## src/tefi_cfg.svh

```systemverilog
`ifndef TEFI_CFG_SVH
`define TEFI_CFG_SVH

// Width of the capture pair control and status register.
`define TEFI_REG_WIDTH      8
// Width of the bit index used by alias accesses.
`define TEFI_BIT_IDX_WIDTH  3

// Field positions inside the capture pair control and status register.
`define TEFI_FLAG1_BIT      3'h7
`define TEFI_FLAG0_BIT      3'h6
`define TEFI_EN1_BIT        3'h5
`define TEFI_EN0_BIT        3'h4
`define TEFI_EDGE1_HI       3
`define TEFI_EDGE1_LO       2
`define TEFI_EDGE0_HI       1
`define TEFI_EDGE0_LO       0

// Reset values.
`define TEFI_CSR_RESET      8'h00
`define TEFI_EDGE_RESET     2'h0
`define TEFI_EN_RESET       1'h0

// Mask that forces both event flags to one on the read phase of a read-modify-write.
`define TEFI_FLAG_MASK      8'hC0

`endif

```

## src/tefi_pkg.sv

```systemverilog
package tefi_pkg;

    // Sequencer states of the register port.
    typedef enum logic [0:0]
    {
        TEFI_IDLE      = 1'b0,
        TEFI_RMW_WRITE = 1'b1
    } tefi_state_e;

    // Image of the capture pair control and status register, bit 7 first.
    typedef struct packed
    {
        logic       flag1;
        logic       flag0;
        logic       en1;
        logic       en0;
        logic [1:0] edge1;
        logic [1:0] edge0;
    } tefi_csr_s;

    // State of one event flag.
    typedef struct packed
    {
        logic flag;
        logic irq;
    } tefi_flag_s;

    // State of the register port and the stored control fields.
    typedef struct packed
    {
        tefi_state_e state;
        logic       en1;
        logic       en0;
        logic [1:0] edge1;
        logic [1:0] edge0;
        logic [7:0] rmw_data;
        logic [2:0] rmw_bit;
        logic [7:0] rdata;
        logic       ack;
        logic       ready;
    } tefi_port_s;

endpackage

```

## src/tefi_capture_pair.sv

```systemverilog
// Notes on behaviour
// Each flag reads zero until its event, then hardware sets it to one.
// Interrupt request equals event flag AND its interrupt enable bit.
// Flags are readable any time, independent of the enable bits.
// Writing zero clears a flag; writing one leaves it unchanged.
// Enable bits are plain read/write bits returning what was written.
// With enable at zero a set flag raises no interrupt, polling only.
// A set flag stays set until software clears it.
// Service software clears the flag before returning from the interrupt.
// Plain writes must carry one on every flag bit not meant to clear.
// Layout: flag1 bit7, flag0 bit6, enables 5:4, edge selects 3:2 and 1:0.
// The read phase of a read-modify-write returns every flag bit as one.
// Alias writes read the register, replace one bit, write the whole back.
// Alias zero to bit6 over 01111111 writes back 10111111.
// Plain alias reads return the true, unmasked bit value.
// Flags without enable bit assert their interrupt whenever set.
// An event and a clearing write in one cycle leave the flag set.
`timescale 1ns/1ns
`include "tefi_cfg.svh"

module tefi_capture_pair
#(
    parameter int REG_WIDTH     = `TEFI_REG_WIDTH,
    parameter int BIT_IDX_WIDTH = `TEFI_BIT_IDX_WIDTH
)
(
    // Clock and reset.
    input  wire logic       CLK,
    input  wire logic       RESET,
    // Register port.
    input  wire logic       REG_REQ,
    input  wire logic       REG_WRITE,
    input  wire logic       REG_ALIAS,
    input  wire logic [2:0] REG_BIT,
    input  wire logic [7:0] REG_WDATA,
    output logic      [7:0] REG_RDATA,
    output logic            REG_ACK,
    output logic            REG_READY,
    // Events from the input capture unit.
    input  wire logic       CAPTURE0_EVENT,
    input  wire logic       CAPTURE1_EVENT,
    // Edge selects to the input capture unit.
    output logic      [1:0] CAPTURE0_EDGE_SELECT,
    output logic      [1:0] CAPTURE1_EDGE_SELECT,
    // Requests to the interrupt controller.
    output logic            CAPTURE0_IRQ,
    output logic            CAPTURE1_IRQ,
    // Interrupt-only flag of the waveform generator timer.
    input  wire logic       DONE_EVENT,
    input  wire logic       DONE_CLEAR,
    output logic            DONE_FLAG,
    output logic            DONE_IRQ
);

    // The register image and bit index are fixed by the field layout.
    if (REG_WIDTH != 8 || BIT_IDX_WIDTH != 3)
    begin : g_bad_width
        $error("tefi_capture_pair supports only an 8-bit register with a 3-bit index");
    end

    tefi_pkg::tefi_port_s st;
    tefi_pkg::tefi_port_s next_st;
    tefi_pkg::tefi_csr_s  csr_now;
    logic                 flag0;
    logic                 flag1;
    logic                 wr_en;
    logic [7:0]           wr_data;
    logic                 clear0;
    logic                 clear1;

    // Forces the event flag bits to one for the read phase of a read-modify-write.
    function automatic logic [7:0] mask_flags(input logic [7:0] value);
        mask_flags = value | `TEFI_FLAG_MASK;
    endfunction

    // Replaces one bit of a register image.
    function automatic logic [7:0] replace_bit(input logic [7:0] value, input logic [2:0] idx, input logic b);
        logic [7:0] result;
        result = value;
        result[idx] = b;
        replace_bit = result;
    endfunction

    // Live register image with the flags as they stand.
    always_comb
    begin
        csr_now.flag1 = flag1;
        csr_now.flag0 = flag0;
        csr_now.en1   = st.en1;
        csr_now.en0   = st.en0;
        csr_now.edge1 = st.edge1;
        csr_now.edge0 = st.edge0;
    end

    // A write reaches the register on a plain write or on the write-back phase.
    assign wr_en   = (st.state == tefi_pkg::TEFI_IDLE && REG_REQ && REG_WRITE && !REG_ALIAS)
                   || st.state == tefi_pkg::TEFI_RMW_WRITE;
    assign wr_data = (st.state == tefi_pkg::TEFI_RMW_WRITE) ? st.rmw_data : REG_WDATA;

    // Only a zero in a flag position clears; ones written there do nothing.
    assign clear0 = wr_en && !wr_data[`TEFI_FLAG0_BIT];
    assign clear1 = wr_en && !wr_data[`TEFI_FLAG1_BIT];

    // Register port sequencer and the stored control fields.
    always_comb
    begin
        next_st = st;
        next_st.ack = 1'b0;
        unique case (st.state)
            tefi_pkg::TEFI_IDLE:
            begin
                if (REG_REQ && REG_WRITE && REG_ALIAS)
                begin
                    // Read phase with masked flags, then one bit replaced.
                    next_st.rmw_data = replace_bit(mask_flags(csr_now), REG_BIT, REG_WDATA[0]);
                    next_st.rmw_bit  = REG_BIT;
                    next_st.state    = tefi_pkg::TEFI_RMW_WRITE;
                end
                else if (REG_REQ && REG_WRITE)
                begin
                    next_st.ack = 1'b1;
                end
                else if (REG_REQ && REG_ALIAS)
                begin
                    // Alias reads are not read-modify-write and stay unmasked.
                    next_st.rdata = {7'h00, csr_now[REG_BIT]};
                    next_st.ack   = 1'b1;
                end
                else if (REG_REQ)
                begin
                    next_st.rdata = csr_now;
                    next_st.ack   = 1'b1;
                end
            end
            tefi_pkg::TEFI_RMW_WRITE:
            begin
                next_st.ack   = 1'b1;
                next_st.state = tefi_pkg::TEFI_IDLE;
            end
        endcase
        if (wr_en)
        begin
            next_st.en1   = wr_data[`TEFI_EN1_BIT];
            next_st.en0   = wr_data[`TEFI_EN0_BIT];
            next_st.edge1 = wr_data[`TEFI_EDGE1_HI:`TEFI_EDGE1_LO];
            next_st.edge0 = wr_data[`TEFI_EDGE0_HI:`TEFI_EDGE0_LO];
        end
        next_st.ready = (next_st.state == tefi_pkg::TEFI_IDLE);
    end

    // State register.
    always_ff @(posedge CLK or posedge RESET)
    begin
        if (RESET)
        begin
            st.state    <= tefi_pkg::TEFI_IDLE;
            st.en1      <= `TEFI_EN_RESET;
            st.en0      <= `TEFI_EN_RESET;
            st.edge1    <= `TEFI_EDGE_RESET;
            st.edge0    <= `TEFI_EDGE_RESET;
            st.rmw_data <= `TEFI_CSR_RESET;
            st.rmw_bit  <= 3'h0;
            st.rdata    <= `TEFI_CSR_RESET;
            st.ack      <= 1'b0;
            st.ready    <= 1'b1;
        end
        else
        begin
            st <= next_st;
        end
    end

    // Channel 0 capture flag and its request.
    tefi_event_flag #(.HAS_ENABLE(1'b1)) u_flag0
    (
        .clk        (CLK),
        .reset      (RESET),
        .set_event  (CAPTURE0_EVENT),
        .clear_req  (clear0),
        .irq_enable (next_st.en0),
        .flag       (flag0),
        .irq        (CAPTURE0_IRQ)
    );

    // Channel 1 capture flag and its request.
    tefi_event_flag #(.HAS_ENABLE(1'b1)) u_flag1
    (
        .clk        (CLK),
        .reset      (RESET),
        .set_event  (CAPTURE1_EVENT),
        .clear_req  (clear1),
        .irq_enable (next_st.en1),
        .flag       (flag1),
        .irq        (CAPTURE1_IRQ)
    );

    // Interrupt-only flag; it has no enable and no polling path.
    tefi_event_flag #(.HAS_ENABLE(1'b0)) u_done
    (
        .clk        (CLK),
        .reset      (RESET),
        .set_event  (DONE_EVENT),
        .clear_req  (DONE_CLEAR),
        .irq_enable (1'b1),
        .flag       (DONE_FLAG),
        .irq        (DONE_IRQ)
    );

    // Outputs straight from the state register.
    assign REG_RDATA            = st.rdata;
    assign REG_ACK              = st.ack;
    assign REG_READY            = st.ready;
    assign CAPTURE0_EDGE_SELECT = st.edge0;
    assign CAPTURE1_EDGE_SELECT = st.edge1;

    // An event sets its flag at the next edge even against a clearing write.
    flag_set_a: assert property (@(posedge CLK) disable iff (RESET)
        CAPTURE0_EVENT |=> flag0)
        else $error("Capture 0 event did not set its flag.");

    // A set flag stays until a zero is written to it.
    flag_sticky_a: assert property (@(posedge CLK) disable iff (RESET)
        flag1 && !clear1 |=> flag1)
        else $error("Capture 1 flag dropped without a clearing write.");

    // Software cannot set a flag: without an event it stays clear.
    no_soft_set_a: assert property (@(posedge CLK) disable iff (RESET)
        !flag0 && !CAPTURE0_EVENT |=> !flag0)
        else $error("Capture 0 flag set without an event.");

    // Writing zero with no event clears the flag.
    zero_clears_a: assert property (@(posedge CLK) disable iff (RESET)
        clear1 && !CAPTURE1_EVENT |=> !flag1)
        else $error("Zero write did not clear capture 1 flag.");

    // Requests follow flag AND enable, and nothing else.
    irq_and_a: assert property (@(posedge CLK) disable iff (RESET)
        (CAPTURE0_IRQ == (flag0 && st.en0)) && (CAPTURE1_IRQ == (flag1 && st.en1)))
        else $error("Capture request differs from flag AND enable.");

    // The interrupt-only flag drives its request directly.
    done_irq_a: assert property (@(posedge CLK) disable iff (RESET)
        DONE_IRQ == DONE_FLAG)
        else $error("Interrupt-only request differs from its flag.");

    // A plain read returns the live image in its documented layout.
    plain_read_a: assert property (@(posedge CLK) disable iff (RESET)
        st.ready && REG_REQ && !REG_WRITE && !REG_ALIAS
        |=> REG_ACK && REG_RDATA == {$past(flag1), $past(flag0), $past(st.en1), $past(st.en0),
                                     $past(st.edge1), $past(st.edge0)})
        else $error("Plain read returned a wrong image.");

    // Enable bits read back what a plain write put there.
    enable_rw_a: assert property (@(posedge CLK) disable iff (RESET)
        st.ready && REG_REQ && REG_WRITE && !REG_ALIAS
        |=> {st.en1, st.en0} == $past(REG_WDATA[5:4]) && REG_ACK)
        else $error("Enable bits did not take the written value.");

    // Flags outside the target bit come back as one in the write-back image.
    rmw_mask_a: assert property (@(posedge CLK) disable iff (RESET)
        st.state == tefi_pkg::TEFI_RMW_WRITE && st.rmw_bit != `TEFI_FLAG0_BIT
        && st.rmw_bit != `TEFI_FLAG1_BIT |-> st.rmw_data[7:6] == 2'h3)
        else $error("Read-modify-write image lost a flag mask.");

    // An alias write finishes in two cycles with the write-back in between.
    rmw_seq_a: assert property (@(posedge CLK) disable iff (RESET)
        st.ready && REG_REQ && REG_WRITE && REG_ALIAS
        |=> !REG_READY && !REG_ACK ##1 REG_READY && REG_ACK)
        else $error("Alias write did not follow the two-cycle sequence.");

    // Zero to bit 6 over the example image writes back only bit 6 cleared.
    rmw_example_a: assert property (@(posedge CLK) disable iff (RESET)
        st.ready && REG_REQ && REG_WRITE && REG_ALIAS && REG_BIT == `TEFI_FLAG0_BIT
        && !REG_WDATA[0] && csr_now == 8'h7F |=> st.rmw_data == 8'hBF)
        else $error("Alias clear of bit 6 wrote back a wrong image.");

    // The write-back never clears a flag it did not target.
    rmw_keep_a: assert property (@(posedge CLK) disable iff (RESET)
        st.state == tefi_pkg::TEFI_RMW_WRITE && st.rmw_bit == `TEFI_FLAG0_BIT && flag1
        |=> flag1)
        else $error("Alias write to bit 6 cleared the channel 1 flag.");

    // An alias read returns the true bit in bit 0.
    alias_read_a: assert property (@(posedge CLK) disable iff (RESET)
        st.ready && REG_REQ && !REG_WRITE && REG_ALIAS
        |=> REG_ACK && REG_RDATA == {7'h00, $past(csr_now[REG_BIT])})
        else $error("Alias read returned a masked or wrong bit.");

    // The channel 0 flag also holds until a zero is written to it.
    flag0_sticky_a: assert property (@(posedge CLK) disable iff (RESET)
        flag0 && !clear0 |=> flag0)
        else $error("Capture 0 flag dropped without a clearing write.");

    // Writing ones never sets the channel 1 flag without an event.
    flag1_no_set_a: assert property (@(posedge CLK) disable iff (RESET)
        !flag1 && !CAPTURE1_EVENT |=> !flag1)
        else $error("Capture 1 flag set without an event.");

    // The interrupt-only event sets its flag and request even against a clear.
    done_set_a: assert property (@(posedge CLK) disable iff (RESET)
        DONE_EVENT |=> DONE_FLAG && DONE_IRQ)
        else $error("Interrupt-only event did not set its flag and request.");

endmodule

```

## src/tefi_event_flag.sv

```systemverilog
`timescale 1ns/1ns
`include "tefi_cfg.svh"

module tefi_event_flag
#(
    parameter bit HAS_ENABLE = 1'b1
)
(
    // Clock and reset.
    input  wire logic clk,
    input  wire logic reset,
    // Event and software access.
    input  wire logic set_event,
    input  wire logic clear_req,
    input  wire logic irq_enable,
    // Flag and request.
    output logic      flag,
    output logic      irq
);

    tefi_pkg::tefi_flag_s st;
    tefi_pkg::tefi_flag_s next_st;

    // Sticky flag: hardware sets, a zero write clears, the event wins a tie.
    always_comb
    begin
        next_st = st;
        next_st.flag = set_event | (st.flag & ~clear_req);
        if (HAS_ENABLE)
        begin
            next_st.irq = next_st.flag & irq_enable;
        end
        else
        begin
            next_st.irq = next_st.flag;
        end
    end

    // State register.
    always_ff @(posedge clk or posedge reset)
    begin
        if (reset)
        begin
            st <= '0;
        end
        else
        begin
            st <= next_st;
        end
    end

    assign flag = st.flag;
    assign irq  = st.irq;

endmodule

```

## config.mk

```make
export PLATFORM = sky130hd
export DESIGN_NAME = tefi_capture_pair
export DESIGN_NICKNAME = d
export VERILOG_FILES = /design/src/tefi_pkg.sv /design/src/tefi_capture_pair.sv /design/src/tefi_event_flag.sv
export VERILOG_INCLUDE_DIRS = /design/src /design/src/src
export SDC_FILE = /design/constraint.sdc
export NUM_CORES = 1
export LEC_CHECK = 0
export BUFFER_PORTS_ARGS = -buffer_cell sky130_fd_sc_hd__buf_2
export CORE_UTILIZATION = 39
export CTS_CLUSTER_DIAMETER = 200
export DETAILED_ROUTE_END_ITERATION = 10
export GPL_TIMING_DRIVEN = 0
export PLACE_DENSITY_LB_ADDON = 0.12
export SLEW_MARGIN = 10
export SYNTH_ARGS = -nofsm -noshare
export SYNTH_HDL_FRONTEND = slang
export SYNTH_HIERARCHICAL = 1
export SYNTH_SLANG_ARGS = --single-unit
```

## constraint.sdc

```tcl
create_clock -name CLK -period 4.4 [get_ports CLK]
set_input_delay 0.66 -clock CLK [delete_from_list [all_inputs] [get_ports CLK]]
set_output_delay 0.66 -clock CLK [all_outputs]
set_load 0.01 [all_outputs]
```

==> metrics.yaml, run 1 <==
status: "finished, final reports clean"
area_growth_pct: 21.25
pin_count: 38
synthCells: 153
report.final.slew_viol_count: 0
powerDensity_mw_per_mm2: 409.8
ctsHoldBuffers: 0
first_pass_iters: 4
finish.utilization_pct: 50.13
post_drt_wl_per_cell_um: 12.22
cp_max_fo: 5
power.leakage_nw: 0.9595
endpoint_kind: "primary output"
ir_drop_mv: 0.1460
avgSynthCellArea_sq_um: 10.04
grt_pass1_wl_um: 4878
num_antenna_cells: 0
cp.arrival_ps: 1000
clock_latency_ps: 280
rows: 22
final_cell_area_sq_mm: 0.001863
via_per_inst: 4.627
start_util_pct: 41.35
top_usage_layer: "met2"
routabilityCongestion: 0.7436
grt_overflow_total: 0
crit_required_ps: 3740
grtUsageMet1_pct: 19.37
synth_warnings: 6
cts_tree: "built"
finalCritPeriodShare_pct: 37.69
skew_ps: 3.882
cts_max_path_buffers: 2
cts_buffers: 5
io_buffers: 35
critical_path_class: "reg2out"
postCtsSetupBuffers: 0
placed_cell_area_sq_mm: 0.001772
regArea_sq_um: 752.0
start_kind: "register"
relSlewSlack_pct: 34.93
cts_htree_levels: 2
clock.fmax_mhz: 602.9
die_y_um: 64.77
nets: 215
drt-total-wl_um: 2981
hold_class: "in2async"
grt_max_degree: 26
grt_pass1_vias: 1065
postRouteAntennaNets: 0
clk_pin_slew_ps: 60
rsz0062_at_grt: "false"
antenna_found_initial: 0
fillers: 366
dieArea_sq_mm: 0.004195
maxCapViolCount: 0
syn_nets: 173
cts.sinks: 30
netlist_area_sq_mm: 0.001536
post_cts_resized: 0
setup_viol: 0
vias: 1129
die_w_um: 64.77
grt_util_met2_pct: 25.26
fin_crit_ps: 1659
cts_root_buffer: "clkbuf_8"
hold_violations: 0
place_hpwl_um: 2237
setup_tns_ps: 0
drive_gt1_share_pct: 32.65
grtUsageTotal_pct: 15.82
detail_route.iter0.violations: 36
max_slew.worst_pin.slew_ps: 974.9
use_met3_pct: 5.282
drc: 0
multiInputGateArea_sq_um: 599.3
core-area_sq_mm: 0.003716
metrics by stage:
step	hold slack (ps)	cells	power [mW]	setup WS [ps]
5_1_grt	219.2	244	0.8150	2701
4_1_cts	223.3	244	0.7770	2725
3_5_place_dp	473.7	236	0.5485	2492
2_1_floorplan	388.7	153	0.4851	2686
6_report	230.0	244	0.7635	2741
3_3_place_gp	460.6	236	0.5432	2495
layout make-up:
type | count | share of cell area, %
clock inverters | 1 | 0.2686
inverters | 8 | 1.612
clock buffers | 7 | 4.634
well taps | 48 | 3.224
plain buffers | 22 | 8.328
multi-input cells | 93 | 32.17
repair buffers | 35 | 9.402
flip-flops and latches | 30 | 40.36
layer usage:
metal | vias up | routed length (um)
li1 | 577 | -
met1 | 527 | 1380
met2 | 22 | 1444
met3 | 3 | 119
met4 | 0 | 37
met5 | - | 0
flip-flops by register name (all words and copies together), names as in the netlist:
signal / count
CAPTURE1_EDGE_SELECT: 2
u_done/flag: 1
u_flag0/irq: 1
csr_now: 2
CAPTURE0_EDGE_SELECT: 2
u_flag1/flag: 1
u_flag1/irq: 1
st: 9
REG_ACK: 1
REG_RDATA: 8
REG_READY: 1
u_flag0/flag: 1
cells in the final DEF, fill, tap and decap left out, types with 3 or more instances in the layout:
cell,n
o21ai_0,8
clkbuf_1,6
nor3b_1,3
o21ai_1,11
mux2i_1,16
dfrtp_1,29
clkbuf_8,6
inv_1,8
buf_6,3
nand2_1,29
nand3b_1,3
buf_2,36
buf_4,13
worst paths after layout:
| path | cells past startpoint | endpoint | slack, ps | from |
|---|---|---|---|---|
| worst max-delay path | 2 | CAPTURE0_EDGE_SELECT[1] | 2740 | CAPTURE0_EDGE_SELECT[1]$_DFFE_PP0P_ |
| worst min-delay path | 2 | u_done/flag$_DFF_PP0_ | 230 | RESET |
| worst max register to register | 5 | REG_RDATA[0]$_DFFE_PP0P_ | 2810 | st[27]$_DFF_PP0_ |
| worst min register to register | 2 | REG_RDATA[2]$_DFFE_PP0P_ | 480 | REG_RDATA[2]$_DFFE_PP0P_ |
| max in group asynchronous | 2 | REG_RDATA[1]$_DFFE_PP0P_ | 3180 | RESET |
| min in group CLK | 2 | REG_RDATA[2]$_DFFE_PP0P_ | 480 | REG_RDATA[2]$_DFFE_PP0P_ |
power by group:
group | internal (mW) | switching, mW | total (mW)
Sequential | 0.325 | 0.0360 | 0.361
Combinational | 0.0965 | 0.0823 | 0.179
Clock | 0.126 | 0.0977 | 0.223
Total | 0.548 | 0.216 | 0.764
worst max-delay path, cell delays in order, from the launching register on:
cell and delay, ps:
dfrtp_1 440, buf_4 160, buf_2 130
Note: power is estimated with default switching activity, not from simulation.
==> run 2: changes to the inputs <==
==> constraint.sdc (replaced) <==
create_clock -name CLK -period 1.5 [get_ports CLK]
set_input_delay 0.225 -clock CLK [delete_from_list [all_inputs] [get_ports CLK]]
set_output_delay 0.225 -clock CLK [all_outputs]
set_load 0.01 [all_outputs]
==> run 2 against run 1 <==
Via count is 4.3% higher. Clock power rose to 2.7 times the previous value. Critical path depth up 2. Largest power group unchanged.
==> metrics.yaml, run 2 (same netlist as run 1, synthesis figures left out) <==
clock_latency_ps: 280  # about the same
clk_pin_slew_ps: 60  # about the same
placed_cell_area_sq_mm: 0.001772  # unchanged
switching_power_uw: 629.2  # +190%
max_slew.worst_pin.slew_ps: 540.2  # -434.8 ps
place_hpwl_um: 2252  # +0.68%
grt_overflow_total: 0  # unchanged
cts_root_buffer: "clkbuf_8"
finish.utilization_pct: 50.77  # +0.64 points
finalCritPeriodShare_pct: 96.07
grt_pass1_vias: 1129  # +6.0%
fin_cells: 246  # +0.82%
relSlewSlack_pct: 63.91  # +29 points
rows: 22  # unchanged
dieArea_sq_mm: 0.004195  # unchanged
start_util_pct: 41.35  # unchanged
pin_count: 38  # unchanged
maxCapViolCount: 0  # unchanged
fillers: 368  # +0.55%
drt-total-wl_um: 3061  # +2.7%
grt_pass1_wl_um: 5188  # +6.4%
routabilityCongestion: 0.7341  # -1.3%
hold_class: "in2reg"
seq_power_share_pct: 48.2  # +0.9 points
power_frac_comb_pct: 24.5  # +1.1 points
start_kind: "register"
setup_viol: 0  # unchanged
die_w_um: 64.77  # unchanged
post_drt_wl_per_cell_um: 12.44  # +1.8%
crit_required_ps: 1680  # -2060 ps
cts_buffers: 5  # unchanged
area_growth_pct: 22.80
nets: 218  # +1.4%
antenna_found_initial: 0  # unchanged
vias: 1177  # +4.3%
postRouteAntennaNets: 0  # unchanged
core-area_sq_mm: 0.003716  # unchanged
internal_power_mw: 1.564  # +190%
final_cell_area_sq_mm: 0.001887  # +1.3%
hold_violations: 0  # unchanged
endpoint_kind: "register"
die_y_um: 64.77  # unchanged
power.leakage_nw: 0.9687  # +0.96%
mostFrequentLayoutCells: "buf_2 (37), dfrtp_1 (29), nand2_1 (29), mux2i_1 (16), buf_4 (16)"
cts_htree_levels: 2  # unchanged
ir_drop_mv: 0.4056  # +180%
report.final.slew_viol_count: 0  # unchanged
cts_max_path_buffers: 2  # unchanged
detail_route.iter0.violations: 23  # -36%
via_per_inst: 4.785  # +3.4%
largest_reg_flops: 9  # unchanged
critical_path_class: "reg2reg"
skew_ps: 2.709  # -1.173 ps
top_register: "st"
clockPowerShare_pct: 27.2  # -2.1 points
status: "finished, final reports clean"
grtUsageTotal_pct: 16.69  # +0.86 points
first_pass_iters: 4  # unchanged
final_common_cell: "buf_2"
drive_gt1_share_pct: 35.86  # +3.2 points
rsz0062_at_grt: "false"
fin_total_pwr_mw: 2.193  # +190%
powerDensity_mw_per_mm2: 1163  # +180%
p_sw_share_pct: 28.69  # +0.40 points
drc: 0  # unchanged
grt_max_degree: 26  # unchanged
cp.arrival_ps: 1620  # +620 ps
cts.sinks: 30  # unchanged
fin_crit_ps: 1441
cp_max_fo: 4  # -1
dp.cells: 236  # unchanged
io_buffers: 35  # unchanged
cts_tree: "built"
clock.fmax_mhz: 693.9
num_antenna_cells: 0  # unchanged
==> run 2: changes by cell type in the layout (fill, tap and decap cells not counted) <==
| cell | delta |
|---|---|
| buf_4 | +3 |
| o31ai_1 | -1 |
| clkbuf_2 | +2 |
| or3b_4 | +2 |
| or3b_1 | -2 |
| clkbuf_8 | -1 |
| dlygate4sd3_1 | +1 |
| buf_2 | +1 |
| clkinvlp_4 | +1 |
| clkinv_2 | -1 |
| clkbuf_1 | -2 |
| buf_6 | -1 |
| inv_1 | -1 |
| o31ai_2 | +1 |
==> run 2: worst max-delay path, cell delays in order (launching register included) <==
cell      delay (ps)
dfrtp_1          370
buf_6            120
or3b_4           390
or3b_4           380
o311ai_2          80
==> run 2: layout make-up <==
| type | count | area [sq um] | area share [%] |
|---|---|---|---|
| tap | 48 | 60.06 | 3.183 |
| multi-input combinational | 93 | 609.3 | 32.29 |
| clock buffer | 7 | 76.32 | 4.045 |
| buffer | 21 | 147.6 | 7.825 |
| inverter | 8 | 33.78 | 1.790 |
| timing repair buffer | 39 | 207.7 | 11.01 |
| sequential | 30 | 752.0 | 39.85 |
==> run 2: metal layers <==
layer	vias up	share of wire, %	GRT usage, %
met5	-	0	0
met4	0	0.75	6.667
met3	3	4.7	5.282
met2	27	49	26.95
met1	560	45	20.49
li1	587	-	-
==> run 2: per-stage QoR <==
stage	hold slack, ps	setup TNS (ps)	setup slack [ps]
after floorplan	-46.29	-0.1650	-0.1650
after global placement	94.86	-28.50	-26.21
after detailed placement	98.09	-102.5	-50.87
after CTS	117.2	-45.72	-45.72
after global routing	125.8	0	12.70
final	125.9	0	58.94
==> run 2: timing repair <==
action                     CTS  global route
setup endpoints to repair    6            38
pin swaps                    1             1
hold buffers                 1             0
hold endpoints to repair     5             0
buffers inserted             3             0
gates resized for setup      1             9
==> run 2: worst paths after layout <==
path / from / to / slack (ps) / cells past startpoint
setup / recovery: st[27]$_DFF_PP0_ / REG_RDATA[0]$_DFFE_PP0P_ / 60 / 4
hold / removal: DONE_EVENT / u_done/flag$_DFF_PP0_ / 130 / 2
setup reg to reg: st[27]$_DFF_PP0_ / REG_RDATA[0]$_DFFE_PP0P_ / 60 / 4
hold reg to reg: st[14]$_DFFE_PP0P_ / CAPTURE0_EDGE_SELECT[1]$_DFFE_PP0P_ / 480 / 2
max in group asynchronous: RESET / REG_READY$_DFF_PP1_ / 590 / 3
min in group asynchronous: RESET / u_done/flag$_DFF_PP0_ / 370 / 3
==> run 2: power groups by stage <==
stage	registers, mW	clock network (mW)	logic [mW]
after floorplan	1.05	0	0.372
after global placement	1.07	0	0.522
after detailed placement	1.08	0	0.535
after CTS	1.06	0.620	0.544
after global routing	1.09	0.658	0.606
final	1.06	0.597	0.538
